`src/logic/dscg_pkg.sv`:
```
// Constants and types of the deep-sleep clock gating bank.
// Assumes an APB slave port on pclk, word-aligned offsets from the system control base.
package dscg_pkg;

   // Base of the system control space
   localparam logic [31:0] SYS_CTRL_BASE  = 32'h400FE000;
   // Decoded width of the offset
   localparam int unsigned OFF_W          = 12;

   // Register offsets
   localparam logic [11:0] OFF_RUN_CFG    = 12'h060;
   localparam logic [11:0] OFF_RUN_GATE   = 12'h104;
   localparam logic [11:0] OFF_SLEEP_GATE = 12'h114;
   localparam logic [11:0] OFF_DEEP_GATE  = 12'h124;
   localparam logic [11:0] OFF_IRQ_STAT   = 12'h130;
   localparam logic [11:0] OFF_IRQ_MASK   = 12'h134;

   // Gate positions inside every gating register
   localparam int unsigned COMP_LSB        = 24;
   localparam int unsigned TIMER_LSB       = 16;
   localparam int unsigned TWO_WIRE_1_BIT  = 14;
   localparam int unsigned TWO_WIRE_0_BIT  = 12;
   localparam int unsigned SYNC_SER_0_BIT  = 4;
   localparam int unsigned ASYNC_SER_LSB   = 0;
   // Writable gates: comparators, timers, two-wire, sync serial, async serial
   localparam logic [31:0] GATE_MASK       = 32'h070F5017;
   // Gating registers after reset
   localparam logic [31:0] GATE_RESET      = 32'h00000000;

   // Automatic gating select bit of the run clock configuration register
   localparam int unsigned AUTO_GATE_BIT   = 27;
   localparam logic        AUTO_RESET      = 1'b0;

   // Interrupt status layout
   localparam int unsigned IRQ_FAULT_BIT   = 0;
   localparam int unsigned IRQ_MODE_BIT    = 1;
   localparam logic [31:0] IRQ_IMPL        = 32'h00000003;
   localparam logic [31:0] IRQ_RESET       = 32'h00000000;

   // Wait states before pready
   localparam int unsigned BUS_WAIT_CYC    = 1;

   // Power state of the system
   typedef enum logic [1:0] {
      MODE_RUN,
      MODE_SLEEP,
      MODE_DEEP
   } dscg_mode_t;

   // Slave answer state
   typedef enum logic {
      BUS_IDLE,
      BUS_ANSWER
   } dscg_bus_st_t;

   // The three parallel gating registers
   typedef struct packed {
      logic [31:0] run;
      logic [31:0] sleep;
      logic [31:0] deep;
   } dscg_gate_set_t;

endpackage

```
`src/logic/dscg_gate_sel.sv`:
```
// Picks the gating register that fits the power state and registers it.
// Assumes all inputs are on pclk; the registered result feeds latch-based clock gates.
`timescale 1ns/10ps
`default_nettype none

module dscg_gate_sel
(
   input  wire logic                    pclk,
   input  wire logic                    presetn,
   input  wire dscg_pkg::dscg_gate_set_t gates,
   input  wire logic                    auto_gate,
   input  wire dscg_pkg::dscg_mode_t    mode,
   output var  logic [31:0]             gate_en_ff
);

   logic [31:0] nxt_gate_en; // Selected enables

   // Register chosen by auto gating and power state
   function automatic logic [31:0] pick
   (
      input dscg_pkg::dscg_gate_set_t g,
      input logic                     a,
      input dscg_pkg::dscg_mode_t     m
   );
      logic [31:0] r;
      r = g.run;
      // Without auto gating the run register always applies
      if (a && (m == dscg_pkg::MODE_SLEEP))
         r = g.sleep;
      else if (a && (m == dscg_pkg::MODE_DEEP))
         r = g.deep;
      return r & dscg_pkg::GATE_MASK;
   endfunction

   // Combinational choice
   always_comb
   begin
      nxt_gate_en = pick(gates, auto_gate, mode);
   end

   // Enables change only at an edge, so downstream gates see no glitch
   always_ff @(posedge pclk or negedge presetn)
   begin
      if (!presetn)
         gate_en_ff <= dscg_pkg::GATE_RESET;
      else
         gate_en_ff <= nxt_gate_en;
   end

endmodule

`default_nettype wire

```
`src/logic/dscg_top.sv`:
```
// Deep-sleep clock gating bank with its run and sleep companions, APB slave.
// Assumes power_mode and periph_req come from logic on pclk; no synchronisers needed.
`timescale 1ns/10ps
`default_nettype none

module dscg_top
#(
   parameter int unsigned ADDR_W = 12 // APB address width
)
(
   input  wire logic                 pclk,
   input  wire logic                 presetn,
   input  wire logic                 psel,
   input  wire logic                 penable,
   input  wire logic                 pwrite,
   input  wire logic [ADDR_W-1:0]    paddr,
   input  wire logic [31:0]          pwdata,
   output var  logic [31:0]          prdata,
   output var  logic                 pready,
   output var  logic                 pslverr,
   input  wire dscg_pkg::dscg_mode_t power_mode,
   input  wire logic [31:0]          periph_req,
   output var  logic [31:0]          gate_en,
   output var  logic [31:0]          periph_fault,
   output var  logic                 irq
);

   // Refuse an address too narrow for the map
   generate
      if (ADDR_W < dscg_pkg::OFF_W)
      begin : g_chk
         $error("ADDR_W too small for the register map");
      end
   endgenerate

   // Registers
   dscg_pkg::dscg_gate_set_t gates_ff;     // Run, sleep, deep gates
   logic                     auto_ff;      // Automatic gating select
   logic [31:0]              stat_ff;      // Sticky event flags
   logic [31:0]              mask_ff;      // Interrupt mask
   dscg_pkg::dscg_bus_st_t   bus_st_ff;    // Slave answer state
   logic [31:0]              prdata_ff;    // Read data
   logic                     pready_ff;    // Ready
   logic                     pslverr_ff;   // Error
   logic [31:0]              fault_ff;     // Per-unit fault answer
   logic                     irq_ff;       // Interrupt level
   dscg_pkg::dscg_mode_t     mode_prev_ff; // Last power state
   logic [31:0]              gate_en_w;    // Selected enables (flop in leaf)

   // Decode helpers
   logic [11:0] off;        // Offset seen on the bus
   logic        access;     // Access phase present
   logic        done;       // Transfer completes this edge
   logic        wr_done;    // Write takes effect this edge
   logic        rd_done;    // Read completes this edge
   logic        mapped;     // Offset hits a register
   logic [31:0] rd_val;     // Read value of the decoded register
   logic [31:0] ev;         // Events this cycle
   logic [31:0] nxt_fault;  // Fault vector

   // True when the offset names a register
   function automatic logic hit(input logic [11:0] o);
      return (o == dscg_pkg::OFF_RUN_CFG) || (o == dscg_pkg::OFF_RUN_GATE)
          || (o == dscg_pkg::OFF_SLEEP_GATE) || (o == dscg_pkg::OFF_DEEP_GATE)
          || (o == dscg_pkg::OFF_IRQ_STAT) || (o == dscg_pkg::OFF_IRQ_MASK);
   endfunction

   // Keep only implemented gate bits
   function automatic logic [31:0] gate_w(input logic [31:0] d);
      return d & dscg_pkg::GATE_MASK;
   endfunction

   // Bus qualifiers
   assign off     = paddr[11:0];
   assign access  = psel && penable;
   assign done    = access && pready_ff;
   assign wr_done = done && pwrite && !pslverr_ff;
   assign rd_done = done && !pwrite && !pslverr_ff;
   assign mapped  = hit(off);

   // Read multiplexer
   always_comb
   begin
      rd_val = 32'h00000000;
      if (off == dscg_pkg::OFF_DEEP_GATE)
         rd_val = gates_ff.deep;
      else if (off == dscg_pkg::OFF_RUN_GATE)
         rd_val = gates_ff.run;
      else if (off == dscg_pkg::OFF_SLEEP_GATE)
         rd_val = gates_ff.sleep;
      else if (off == dscg_pkg::OFF_RUN_CFG)
         rd_val[dscg_pkg::AUTO_GATE_BIT] = auto_ff;
      else if (off == dscg_pkg::OFF_IRQ_STAT)
         rd_val = stat_ff;
      else if (off == dscg_pkg::OFF_IRQ_MASK)
         rd_val = mask_ff;
   end

   // Answer sequencer: one wait state, then pready
   always_ff @(posedge pclk or negedge presetn)
   begin
      if (!presetn)
         bus_st_ff <= dscg_pkg::BUS_IDLE;
      else
         case (bus_st_ff)
            dscg_pkg::BUS_IDLE:
               // First access cycle starts an answer
               if (access)
                  bus_st_ff <= dscg_pkg::BUS_ANSWER;
            dscg_pkg::BUS_ANSWER:
               // Answer given, back to idle
               bus_st_ff <= dscg_pkg::BUS_IDLE;
            default:
               bus_st_ff <= dscg_pkg::BUS_IDLE;
         endcase
   end

   // Ready, error and read data as flops
   always_ff @(posedge pclk or negedge presetn)
   begin
      if (!presetn)
      begin
         pready_ff  <= 1'b0;
         pslverr_ff <= 1'b0;
         prdata_ff  <= 32'h00000000;
      end
      else if ((bus_st_ff == dscg_pkg::BUS_IDLE) && access)
      begin
         // Capture answer for the next cycle
         pready_ff  <= 1'b1;
         pslverr_ff <= !mapped || (paddr[1:0] != 2'h0);
         prdata_ff  <= (pwrite || !mapped) ? 32'h00000000 : rd_val;
      end
      else
      begin
         // Drop after one cycle
         pready_ff  <= 1'b0;
         pslverr_ff <= 1'b0;
      end
   end

   // Gating registers, written at the completing edge only
   always_ff @(posedge pclk or negedge presetn)
   begin
      if (!presetn)
      begin
         gates_ff.run   <= dscg_pkg::GATE_RESET;
         gates_ff.sleep <= dscg_pkg::GATE_RESET;
         gates_ff.deep  <= dscg_pkg::GATE_RESET;
      end
      else if (wr_done)
      begin
         // Same layout in all three
         if (off == dscg_pkg::OFF_DEEP_GATE)
            gates_ff.deep <= gate_w(pwdata);
         else if (off == dscg_pkg::OFF_RUN_GATE)
            gates_ff.run <= gate_w(pwdata);
         else if (off == dscg_pkg::OFF_SLEEP_GATE)
            gates_ff.sleep <= gate_w(pwdata);
      end
   end

   // Automatic gating select
   always_ff @(posedge pclk or negedge presetn)
   begin
      if (!presetn)
         auto_ff <= dscg_pkg::AUTO_RESET;
      else if (wr_done && (off == dscg_pkg::OFF_RUN_CFG))
         auto_ff <= pwdata[dscg_pkg::AUTO_GATE_BIT];
   end

   // Interrupt mask
   always_ff @(posedge pclk or negedge presetn)
   begin
      if (!presetn)
         mask_ff <= dscg_pkg::IRQ_RESET;
      else if (wr_done && (off == dscg_pkg::OFF_IRQ_MASK))
         mask_ff <= pwdata & dscg_pkg::IRQ_IMPL;
   end

   // Fault answer for an access to a stopped unit
   assign nxt_fault = periph_req & ~gate_en_w;

   always_ff @(posedge pclk or negedge presetn)
   begin
      if (!presetn)
         fault_ff <= 32'h00000000;
      else
         fault_ff <= nxt_fault;
   end

   // Power state tracker
   always_ff @(posedge pclk or negedge presetn)
   begin
      if (!presetn)
         mode_prev_ff <= dscg_pkg::MODE_RUN;
      else
         mode_prev_ff <= power_mode;
   end

   // Events for the status register
   always_comb
   begin
      ev = 32'h00000000;
      ev[dscg_pkg::IRQ_FAULT_BIT] = |nxt_fault;
      ev[dscg_pkg::IRQ_MODE_BIT]  = (power_mode != mode_prev_ff);
   end

   // Sticky status: a read clears only what it returned; set wins
   always_ff @(posedge pclk or negedge presetn)
   begin
      if (!presetn)
         stat_ff <= dscg_pkg::IRQ_RESET;
      else if (rd_done && (off == dscg_pkg::OFF_IRQ_STAT))
         stat_ff <= (stat_ff & ~prdata_ff) | ev;
      else
         stat_ff <= stat_ff | ev;
   end

   // Interrupt level
   always_ff @(posedge pclk or negedge presetn)
   begin
      if (!presetn)
         irq_ff <= 1'b0;
      else
         irq_ff <= |(stat_ff & mask_ff);
   end

   // Enable selector and its flop
   dscg_gate_sel u_sel
   (
      .pclk       (pclk),
      .presetn    (presetn),
      .gates      (gates_ff),
      .auto_gate  (auto_ff),
      .mode       (power_mode),
      .gate_en_ff (gate_en_w)
   );

   // Outputs straight from flops
   assign prdata       = prdata_ff;
   assign pready       = pready_ff;
   assign pslverr      = pslverr_ff;
   assign gate_en      = gate_en_w;
   assign periph_fault = fault_ff;
   assign irq          = irq_ff;
endmodule

`default_nettype wire

```
`config.mk`:
```
export PLATFORM = sky130hd
export DESIGN_NAME = dscg_top
export DESIGN_NICKNAME = d
export VERILOG_FILES = /design/src/logic/dscg_pkg.sv /design/src/logic/dscg_gate_sel.sv /design/src/logic/dscg_top.sv
export SDC_FILE = /design/constraint.sdc
export NUM_CORES = 1
export LEC_CHECK = 0
export BUFFER_PORTS_ARGS = -buffer_cell sky130_fd_sc_hd__buf_2
export CAP_MARGIN = 10
export CORE_MARGIN = 3
export CORE_UTILIZATION = 53
export CTS_BUF_LIST = sky130_fd_sc_hd__clkbuf_4 sky130_fd_sc_hd__clkbuf_8 sky130_fd_sc_hd__clkbuf_16
export CTS_CLUSTER_SIZE = 16
export DETAILED_ROUTE_END_ITERATION = 16
export GPL_TIMING_DRIVEN = 0
export PLACE_DENSITY = 0.8
export SLEW_MARGIN = 10
export SYNTH_ARGS = -nofsm -noshare
export SYNTH_HDL_FRONTEND = slang
export SYNTH_HIERARCHICAL = 1
export SYNTH_SLANG_ARGS = --single-unit
```
`constraint.sdc`:
```
create_clock -name pclk -period 2.25 [get_ports pclk]
set_input_delay 0.5625 -clock pclk [delete_from_list [all_inputs] [get_ports pclk]]
set_output_delay 0.5625 -clock pclk [all_outputs]
set_load 0.03 [all_outputs]
```
**After elaboration in Yosys (flattened, before gate mapping)**

Index checks and enable logic that the tools add are counted.

- Output and inout port bits: 99
- Bits in writable memories: 0
- Bits in registers: 157
- Input bits: 83
- Memories: 0
- Logic and storage cells: 77
- ROM bits: 0
- Latch bits: 0

- Shifts and indexed selects: 0
- Magnitude comparators: 0
- Div/mod/pow operators: 0
- $add $sub $neg: 0
- Reductions and logical operators: 28
- Eq/ne operators: 9
- Multiplexer cells: 16
- Bitwise gates (word level): 10
- Multipliers: 0

Operator list:

| kind | count |
|---|---|
| $mux 32 | 6 |
| $mux 27 | 3 |
| $and 32x32->32 | 2 |
| $or 32x2->32 | 2 |
| $reduce_or 32->1 | 2 |
| $eq 12x9->1 const B | 5 |
| $and 32x2->32 | 1 |
| $not 27->32 | 1 |
| $not 32->32 | 1 |
| $eq 12x7->1 const B | 1 |
| $logic_and 1x1->1 | 12 |
| $logic_or 1x1->1 | 7 |
| $mux 1 | 4 |
| $mux 4 | 1 |
| $reduce_and 4->1 | 1 |
| $logic_not 1->1 | 3 |
| $not 1->1 | 3 |
| $reduce_and 3->1 | 1 |
| $eq 2x1->1 const B | 1 |
| $eq 2x2->1 const B | 1 |
| $mux 2 | 1 |
| $ne 2x2->1 | 1 |
| $pmux 1 s2 | 1 |
| $reduce_and 2->1 | 1 |
| $reduce_bool 2->1 | 1 |

**Logic depth before layout (Yosys ltp)**

Gate-level depths: netlist (run 1).

- Word-level depth: 9
- Depth in mapped cells: 7
- Mapped depth without buffers: 4

**Hierarchy**

Netlist (run 1), hierarchy kept.

By module, submodules not included:

| module | seq. area each (um^2) | cells an instance | area each (um^2) | instances |
|---|---|---|---|---|
| dscg_top | 3578.4 | 443 | 5883.1 | 1 |
| dscg_gate_sel | 325.3 | 113 | 1153.6 | 1 |

**Least setup slack after synthesis (run 1)**

Ideal clock, no wire load.

- Kind: input port to flip-flop
- From: in paddr[2]
- To: reg gates_ff[34] (netlist name)
- Setup time: 0.125 ns
- Required time: 2.125 ns
- Cell stages on the path: 6
- Buffers on the path: 2
- Data arrival time: 1.937 ns
- Path slack: 0.188 ns
- Cells stage by stage: buf_6 -> nor3b_4 -> nand3_4 -> nor4b_4 -> buf_8 -> mux2_4

- Longest elaborated chain between the ends: 3
- Elaborated cells between the ends (all ways): 6

Ends and longest elaborated chain:

| what | line | RTL |
|---|---|---|
| start, declared | dscg_top.sv:16 | `input wire logic [ADDR_W-1:0] paddr,` |
| $eq 12x9->1 (on tied branches) | dscg_top.sv:156, dscg_top.sv:154 |  |
| $not 1->1 (no source line) | - |  |
| $reduce_and 4->1 (no source line) * | - |  |
| end, declared | dscg_top.sv:37 | `dscg_pkg::dscg_gate_set_t gates_ff;` |

Mark *: on every way between the ends. The rest lies on a longest branch, timed or not.
A chain may end at the register's enable or synchronous reset.

**Worst setup path in the final report (run 1)**

- From: reg pslverr_ff (netlist: pslverr)
- To: reg gates_ff[49] (netlist name)

- Longest elaborated chain between the ends: 3

Ends and longest elaborated chain:

| what | line | RTL |
|---|---|---|
| start, declared | dscg_top.sv:44 | `logic pslverr_ff;` |
| start signal, assigned | dscg_top.sv:131 | `pslverr_ff <= !mapped \|\| (paddr[1:0] != 2'h0);` |
| $logic_not 1->1 | dscg_top.sv:77 | `assign wr_done = done && pwrite && !pslverr_ff;` |
| $logic_and 1x1->1 | dscg_top.sv:77 |  |
| $reduce_and 4->1 (no source line) | - |  |

Every way passes these cells.

==> results_dict.tcl, run 1 <==
set metrics [dict create \
    status "complete, no violations" \
    drt_drc_violations_left 0 \
    grt_antenna_before_repair 0 \
    syn_inst 555 \
    synth_area_um2 7030 \
    relSlewSlack_pct 53.4 \
    drtAntennaViolNets 0 \
    p_sw_mw 1.45 \
    critPathCaptureType "flip-flop" \
    core_region_area_um2 12800 \
    min_path_type "input port to asynchronous set/reset pin" \
    tightest_slew_ps 699 \
    period_needed_ps 2090 \
    arrival_ps 2390 \
    met3_usage_pct 5.45 \
    ios 182 \
    p_sw_share_pct 21.6 \
    finalPower_mw 6.68 \
    fmax_mhz 479 \
    insertion_delay_ps 420 \
    r2r_setup_slack_ps 160 \
    slowest_delay_ps 470 \
    setup-violations-final 0 \
    dieHeight_um 121 \
    dr_total_vias 5150 \
    met2_usage_pct 40.3 \
    power_density_nw_per_um2 763 \
    cts_tree "built" \
    busiest_layer "met2" \
    hpwl_um 12200 \
    power.share.clock_pct 50.0 \
    tns_ps 0 \
    die_area_um2 14700 \
    startpoint_type "flip-flop" \
    die_w_um 121 \
    fin_skew_ps 4.57 \
    start_util_pct 55.1 \
    ctsResizeCount 0 \
    grt_first_pass_wirelength_um 27400 \
    numCtsBuffers 17 \
    irDropWorstVdd_mv 0.466 \
    maxCapViolations 0 \
    rows 41 \
    drtIter0Drc 402 \
    grt_start_max_net_pins 90 \
    p_leak_nw 4.27 \
    crit_fanout 10 \
    grt_pass1_vias 5337 \
    clk_path_buf_depth 2 \
    htree_levels 4 \
    p_int_mw 5.24 \
    pwr-share-comb_pct 7.4 \
    met1_usage_pct 30.7 \
    wire_per_inst_um 18.6 \
    routed_wl_um 17100 \
    fin_area_um2 8760 \
    seqPwrFrac_pct 42.6 \
    ys_warn_count 6 \
    cts-root-buf "clkbuf_16" \
    dr.pass1.iters 5 \
    syn_area_per_cell_um2 12.7 \
    required_ps 2560 \
    portBuffers 143 \
    worstSetupPathType "flip-flop to flip-flop" \
    hold_violations 0 \
    cts.sinks 156 \
    cp_slowest_cell "nor4b_4" \
    rsz0062_at_grt "false" \
    drive_above_1_share_pct 41.0 \
    finalMaxSlewViolations 0 \
    viasPerCell 5.60 \
    diodes 0 \
    clk_pin_slew_ps 60 \
    n_fill_cell 891 \
    holdBufCountCts 0 \
    finalCritPeriodShare_pct 92.8 \
    cts_setup_buffers 0 \
    grt_usage_pct 24.1 \
    path_cells "and4b_2, nand2_1, nor4b_4, buf_8, mux2_4" \
    placed_area_um2 8070 \
    area_growth_syn_to_layout_pct 24.6 \
    gp_congestion 0.878 \
    grt_overflow 0 \
    nNetsFinal 819 \
]
==> power groups by stage <==
stage / combinational [mW] / sequential, mW / clock [mW]
floorplan: 0.210 / 2.97 / 0
detailed placement: 0.487 / 2.90 / 0
global route: 0.531 / 2.85 / 3.51
global placement: 0.465 / 2.90 / 0
finish: 0.492 / 2.85 / 3.34
CTS: 0.491 / 2.85 / 3.38
==> cell type report <==
cell class                      instances  area (µm²)  share of cell area [%]
Sequential cell                       156        3900                    44.5
Multi-Input combinational cell        349        2750                    31.4
Timing Repair Buffer                  144         753                    8.60
Clock buffer                           19         453                    5.17
Buffer                                 50         380                    4.34
Clock inverter                         12         241                    2.76
Tap cell                              172         215                    2.46
Inverter                               18        67.6                   0.771
==> worst max-delay path, delay by kind of cell, from the launching register on <==
kind | cells | cell delay, ps
buf+inv | 1 | 230
flops | 1 | 380
mux | 1 | 310
simple gates | 3 | 1040
==> per-stage QoR <==
step	hold slack, ps	std cells	utilization [%]	setup slack [ps]
2_1_floorplan	267	573	-	188
3_3_place_gp	425	888	62.9	-1440
3_5_place_dp	428	889	63.2	-173
4_1_cts	96.8	920	68.6	184
5_1_grt	106	920	68.6	78.7
6_report	83.5	920	68.6	163
==> layout by cell type, fill, tap and decap left out, types with 5 or more instances in the layout <==
master	instances
nand3b_1	13
buf_6	10
dfrtp_1	156
clkbuf_16	17
nor2_1	16
inv_1	17
o21ai_0	38
a22o_1	19
conb_1	19
bufinv_16	7
mux2_2	43
nor4_1	9
clkbuf_1	8
a211oi_2	10
buf_4	21
nand2_1	22
o32ai_2	10
buf_2	151
nor2b_1	32
a22oi_1	13
o21ai_1	14
a211oi_1	5
a21boi_0	30
mux2_4	10
==> path summary, 6_finish.rpt <==
check | from | endpoint | depth (start not counted)
min reg2reg | u_sel/gate_en_ff[4] | periph_fault[4] | 1
max reg2reg | pslverr | gates_ff[49] | 5
min | presetn | periph_fault[29] | 1
min in group pclk | power_mode[0] | mode_prev_ff[0] | 1
max in group asynchronous | presetn | prdata[29] | 2
max | pslverr | gates_ff[49] | 5
==> per-layer routing <==
layer,part of all wire [%],routed length [µm]
met1,41,7080
met2,50,8610
met3,5.8,999
met4,2.4,403
met5,0,0
==> sequential cells by signal (all words and copies together), names as in the netlist <==
name / flops
stat_ff: 32
pslverr: 1
prdata: 32
periph_fault: 32
irq: 1
mode_prev_ff: 2
auto_ff: 1
gates_ff: 39
bus_st_ff: 1
u_sel/gate_en_ff: 13
mask_ff: 2
Power figures use the tool's default switching activity.
==> inputs of run 2 (changes only) <==
--- a/config.mk
+++ b/config.mk
@@ -14,6 +14,7 @@
 export DETAILED_ROUTE_END_ITERATION = 16
 export GPL_TIMING_DRIVEN = 0
 export PLACE_DENSITY = 0.8
+export RECOVER_POWER = 100
 export SLEW_MARGIN = 10
 export SYNTH_ARGS = -nofsm -noshare
 export SYNTH_HDL_FRONTEND = slang
==> run 2 against run 1 <==
  * The flow now finishes with violations (capacitance limit, slew limit)
  * Critical path depth grew 1
  * Cell count unchanged
  * Register-to-register slack about the same
  * Critical path type is now input port to flip-flop
  * Highest routed layer unchanged
==> results_dict.tcl, run 2 (synthesized netlist as in run 1, its figures left out) <==
set metrics [dict create \
    status "finished, violations left" \
    failed_checks "capacitance limit, slew limit" \
    worstSetupPathType "input port to flip-flop" \
    multiInputGateArea_um2 2690 \
    mostFrequentLayoutCells "156 x dfrtp_1, 95 x clkbuf_1, 62 x buf_2" \
    final_util_pct 67.2 \
    p_sw_share_pct 21.7 \
    placed_area_um2 8070 \
    ios 182 \
    core_region_area_um2 12800 \
    setup-violations-final 0 \
    gp_congestion 0.878 \
    fin_area_um2 8580 \
    grt_overflow 0 \
    drtIter0Drc 460 \
    drtAntennaViolNets 0 \
    slowest_delay_ps 570 \
    power.share.clock_pct 50.2 \
    drive_above_1_share_pct 27.5 \
    clk_path_buf_depth 2 \
    n_fill_cell 962 \
    fmax_mhz 468 \
    die_w_um 121 \
    rsz0062_at_grt "false" \
    grt_start_max_net_pins 90 \
    arrival_ps 2440 \
    grt_pass1_vias 5337 \
    p_int_mw 5.22 \
    dieHeight_um 121 \
    htree_levels 4 \
    critPathCaptureType "flip-flop" \
    power_density_nw_per_um2 778 \
    worst_r2r_path_depth 5 \
    startpoint_type "input port" \
    cts-root-buf "clkbuf_16" \
    nNetsFinal 819 \
    viasPerCell 5.60 \
    hold_violations 0 \
    grt_usage_pct 24.1 \
    insertion_delay_ps 420 \
    dr.pass1.iters 5 \
    tightest_slew_ps 1710 \
    top_register "gates_ff" \
    min_path_type "input port to flip-flop" \
    area_growth_syn_to_layout_pct 22.0 \
    p_sw_mw 1.45 \
    path_cells "buf_2, clkbuf_1, clkbuf_1, mux2_2, o21ai_0, o21ai_1" \
    cts_tree "built" \
    numCtsBuffers 17 \
    routed_wl_um 17100 \
    fin_skew_ps 4.75 \
    dr_total_vias 5155 \
    wire_per_inst_um 18.6 \
    start_util_pct 55.1 \
    relSlewSlack_pct -14.3 \
    irDropWorstVdd_mv 0.467 \
    finalCritPeriodShare_pct 94.9 \
    portBuffers 143 \
    hpwl_um 12200 \
    pwr-share-comb_pct 7.1 \
    ctsResizeCount 0 \
    crit_fanout 10 \
    cts.sinks 156 \
    drt_drc_violations_left 0 \
    required_ps 2550 \
    final_common_cell "dfrtp_1" \
    p_leak_nw 3.92 \
    cp_slowest_cell "clkbuf_1" \
    regArea_um2 3900 \
    grt_first_pass_wirelength_um 27400 \
    maxCapViolations 1 \
    diodes 0 \
    seqPwrFrac_pct 42.7 \
    rows 41 \
    critical_path.most_common_cell "clkbuf_1" \
    period_needed_ps 2140 \
    largest_reg_flops 39 \
    grt_antenna_before_repair 0 \
    cts_setup_buffers 0 \
    clk_pin_slew_ps 60 \
    holdBufCountCts 0 \
    worstHoldPathCells 1 \
    finalMaxSlewViolations 68 \
    die_area_um2 14700 \
]
==> run 2: worst paths after layout <==
path / slack, ps / endpoint / startpoint
min in group asynchronous: 590 / periph_fault[29] / presetn
min reg2reg: 440 / periph_fault[4] / u_sel/gate_en_ff[4]
min: 370 / mode_prev_ff[0] / power_mode[0]
max in group asynchronous: 530 / prdata[29] / presetn
max: 110 / prdata[25] / paddr[5]
max reg2reg: 160 / gates_ff[57] / pslverr
==> run 2: layout make-up <==
class / instances / area share (%)
flip-flops and latches: 156 / 45.5
multi-input cells: 349 / 31.3
repair buffers: 144 / 7.45
clock buffers: 19 / 5.28
plain buffers: 50 / 4.30
clock inverters: 12 / 2.82
well taps: 172 / 2.51
inverters: 18 / 0.788
==> run 2: per-layer routing <==
layer / GRT usage, % / vias up / share of wire (%)
met5: 0 / - / 0
met4: 9.38 / 0 / 2.5
met3: 5.45 / 34 / 6.2
met2: 40.3 / 206 / 50
met1: 30.7 / 2583 / 41
li1: - / 2332 / -
==> run 2: per-stage QoR <==
| step | hold WS [ps] | std cells | TNS (ps) | setup WS (ps) | total power, mW |
|---|---|---|---|---|---|
| floorplan | 267 | 573 | 0 | 188 | 3.18 |
| global placement | 425 | 888 | -225540 | -1440 | 3.36 |
| detailed placement | 428 | 889 | -5070 | -173 | 3.39 |
| CTS | 96.8 | 920 | 0 | 184 | 6.72 |
| global route | 377 | 920 | 0 | 44.5 | 6.87 |
| finish | 375 | 920 | 0 | 114 | 6.67 |
==> run 2: power groups by stage <==
stage	clock network, mW	logic, mW	registers (mW)
after floorplan	0	0.210	2.97
after global placement	0	0.465	2.90
after detailed placement	0	0.487	2.90
after CTS	3.38	0.491	2.85
after global routing	3.51	0.515	2.85
final	3.35	0.476	2.85
==> run 2: worst max-delay path: cells and delay by family <==
kind                   cells  cell delay (ps)
AOI/OAI and AO/OA          2              290
buffers and inverters      3             1190
muxes                      1              380
==> inputs of run 3 (changes only) <==
--- a/config.mk
+++ b/config.mk
@@ -5,15 +5,14 @@
 export SDC_FILE = /design/constraint.sdc
 export NUM_CORES = 1
 export LEC_CHECK = 0
-export BUFFER_PORTS_ARGS = -buffer_cell sky130_fd_sc_hd__buf_2
 export CAP_MARGIN = 10
 export CORE_MARGIN = 3
-export CORE_UTILIZATION = 53
-export CTS_BUF_LIST = sky130_fd_sc_hd__clkbuf_4 sky130_fd_sc_hd__clkbuf_8 sky130_fd_sc_hd__clkbuf_16
+export CORE_UTILIZATION = 60
 export CTS_CLUSTER_SIZE = 16
 export DETAILED_ROUTE_END_ITERATION = 16
+export DONT_BUFFER_PORTS = 1
 export GPL_TIMING_DRIVEN = 0
-export PLACE_DENSITY = 0.8
+export PLACE_DENSITY = 0.76
 export RECOVER_POWER = 100
 export SLEW_MARGIN = 10
 export SYNTH_ARGS = -nofsm -noshare
==> run 3 against run 2 <==
  * The flow finishes with violations (hold timing)
  * Clock-buffer cell count up 3
  * Die area is 11% lower
  * Clock skew up 1.4 ps
  * Cell area is 9.1% lower
  * First-iteration DRC count down 6.5%
  * Utilization is 2.9 points higher
  * Wire length down 7.0%
  * Register-to-register slack got worse by 40 ps
  * Cell count down 19%
  * Combinational power decreased by 48%
  * Largest cell class unchanged
  * Largest power group is now sequential cells
==> results_dict.tcl, run 3 (synthesized netlist as in run 1, its figures left out) <==
set metrics [dict create \
    finalPower_mw 6.03 \
    finalCritPeriodShare_pct 94.7 \
    final_common_cell "dfrtp_1" \
    insertion_delay_ps 420 \
    fin_skew_ps 6.17 \
    power_density_nw_per_um2 774 \
    startpoint_type "flip-flop" \
    clk_pin_slew_ps 60 \
    required_ps 2550 \
    grt_start_max_net_pins 157 \
    relSlewSlack_pct 54.1 \
    finalMaxSlewViolations 0 \
    numCtsBuffers 17 \
    critPathCaptureType "flip-flop" \
    p_int_mw 4.70 \
    min_path_type "input port to asynchronous set/reset pin" \
    tns_ps 0 \
    busiest_layer "met2" \
    cts.sinks 156 \
    portBuffers 0 \
    fmax_mhz 470 \
    tightest_slew_ps 689 \
    hpwl_um 11200 \
    dr.pass1.iters 5 \
    diodes 0 \
    dr_total_vias 4577 \
    cts_tree "built" \
    drive_above_1_share_pct 24.9 \
    largest_reg_flops 39 \
    startpoint "pslverr" \
    drt_drc_violations_left 0 \
    viasPerCell 6.13 \
    core_region_area_um2 11100 \
    placed_area_um2 7280 \
    met2_usage_pct 41.5 \
    met3_usage_pct 6.55 \
    gp_congestion 0.877 \
    failed_checks "hold timing" \
    start_util_pct 63.2 \
    dieHeight_um 114 \
    ios 182 \
    area_growth_syn_to_layout_pct 10.9 \
    maxCapViolations 0 \
    seqPwrFrac_pct 48.4 \
    hold_violations 156 \
    wire_per_inst_um 21.3 \
    rsz0062_at_grt "false" \
    irDropWorstVdd_mv 0.794 \
    p_leak_nw 3.54 \
    nNetsFinal 677 \
    slowest_delay_ps 490 \
    mostFrequentLayoutCells "156 x dfrtp_1, 43 x mux2_2, 42 x o21ai_0" \
    drtIter0Drc 430 \
    period_needed_ps 2130 \
    grt_pass1_vias 4722 \
    hold_slack_ps -159 \
    clk_path_buf_depth 2 \
    grt_usage_pct 25.2 \
    drtAntennaViolNets 0 \
    crit_buf_inv 1 \
    cp_slowest_cell "dfrtp_1" \
    routed_wl_um 15900 \
    die_w_um 114 \
    rows 38 \
    power.share.clock_pct 47.5 \
    path_cells "and4b_2, nand2_2, nor4b_4, buf_8, mux2_1" \
    setup-violations-final 0 \
    p_sw_mw 1.33 \
    worstSetupPathType "flip-flop to flip-flop" \
    status "finished, violations left" \
    p_sw_share_pct 22.1 \
    die_area_um2 13100 \
    cp_top_family "simple AND/OR/NAND/NOR gates" \
    fin_area_um2 7800 \
    grt_first_pass_wirelength_um 25200 \
    grt_overflow 0 \
    crit_fanout 10 \
    cts-root-buf "clkbuf_16" \
    arrival_ps 2430 \
    met1_usage_pct 32.5 \
    pwr-share-comb_pct 4.1 \
    htree_levels 4 \
    top_register "gates_ff" \
    grt_antenna_before_repair 0 \
    reg2reg_from "pslverr" \
]
-- run 3: changes by cell type in the layout (fill, tap and decap cells not counted), moves of 2 or more --
cell / delta
clkbuf_8: +3
bufinv_16: -5
clkinv_2: +2
clkbuf_1: -83
buf_2: -56
mux2_4: +6
o32ai_1: +5
o32ai_2: -5
mux2_1: -6
o21ai_1: +7
o21ai_0: -7
-- run 3: worst paths after layout --
| check | depth (start not counted) | slack, ps | end |
|---|---|---|---|
| worst max-delay path | 5 | 120 | gates_ff[48] |
| worst min-delay path | 0 | -160 | irq |
| worst max register to register | 5 | 120 | gates_ff[48] |
| worst min register to register | 1 | 480 | prdata[27] |
| max in group asynchronous | 0 | 2210 | gates_ff[89] |
| min in group pclk | 0 | 170 | mode_prev_ff[0] |
-- run 3: what timing repair did --
action,in CTS,in global routing
hold endpoints to repair,156,156
endpoints found under the setup margin,0,15
buffers inserted,0,2
resized for setup,0,2
-- run 3: metal layers --
metal	wire length, µm	up-vias
met3	1090	24
li1	-	2053
met4	295	0
met2	8160	177
met5	0	-
met1	6390	2323
-- run 3: power by group through the flow --
stage	sequential [mW]	combinational, mW	clock (mW)
after floorplan	2.97	0.210	0
after global placement	2.97	0.241	0
after detailed placement	2.97	0.247	0
after CTS	2.92	0.248	2.91
after global routing	2.92	0.268	3.04
final	2.92	0.249	2.87
-- run 3: worst register-to-register path, stage by stage, from the launching register on --
cell     delay, ps
dfrtp_1        490
and4b_2        410
nand2_2        150
nor4b_4        410
buf_8          220
mux2_1         340
-- run 3: area by class of cell --
type	count	area, µm²
flip-flops and latches	156	3900
clock buffers	22	494
repair buffers	2	11.3
fillers	769	3330
multi-input cells	349	2690
inverters	18	67.6
plain buffers	50	349
clock inverters	10	110
well taps	140	175
-- run 3: metrics by stage --
stage               hold WS [ps]  utilization [%]  cells  setup WS, ps
finish                      -159             70.1    747           120
global route                -180             70.1    747          44.3
CTS                         -173             70.8    745          38.9
detailed placement           270             65.4    713         -11.2
global placement             270             65.4    713          13.4
floorplan                    267                -    573           188
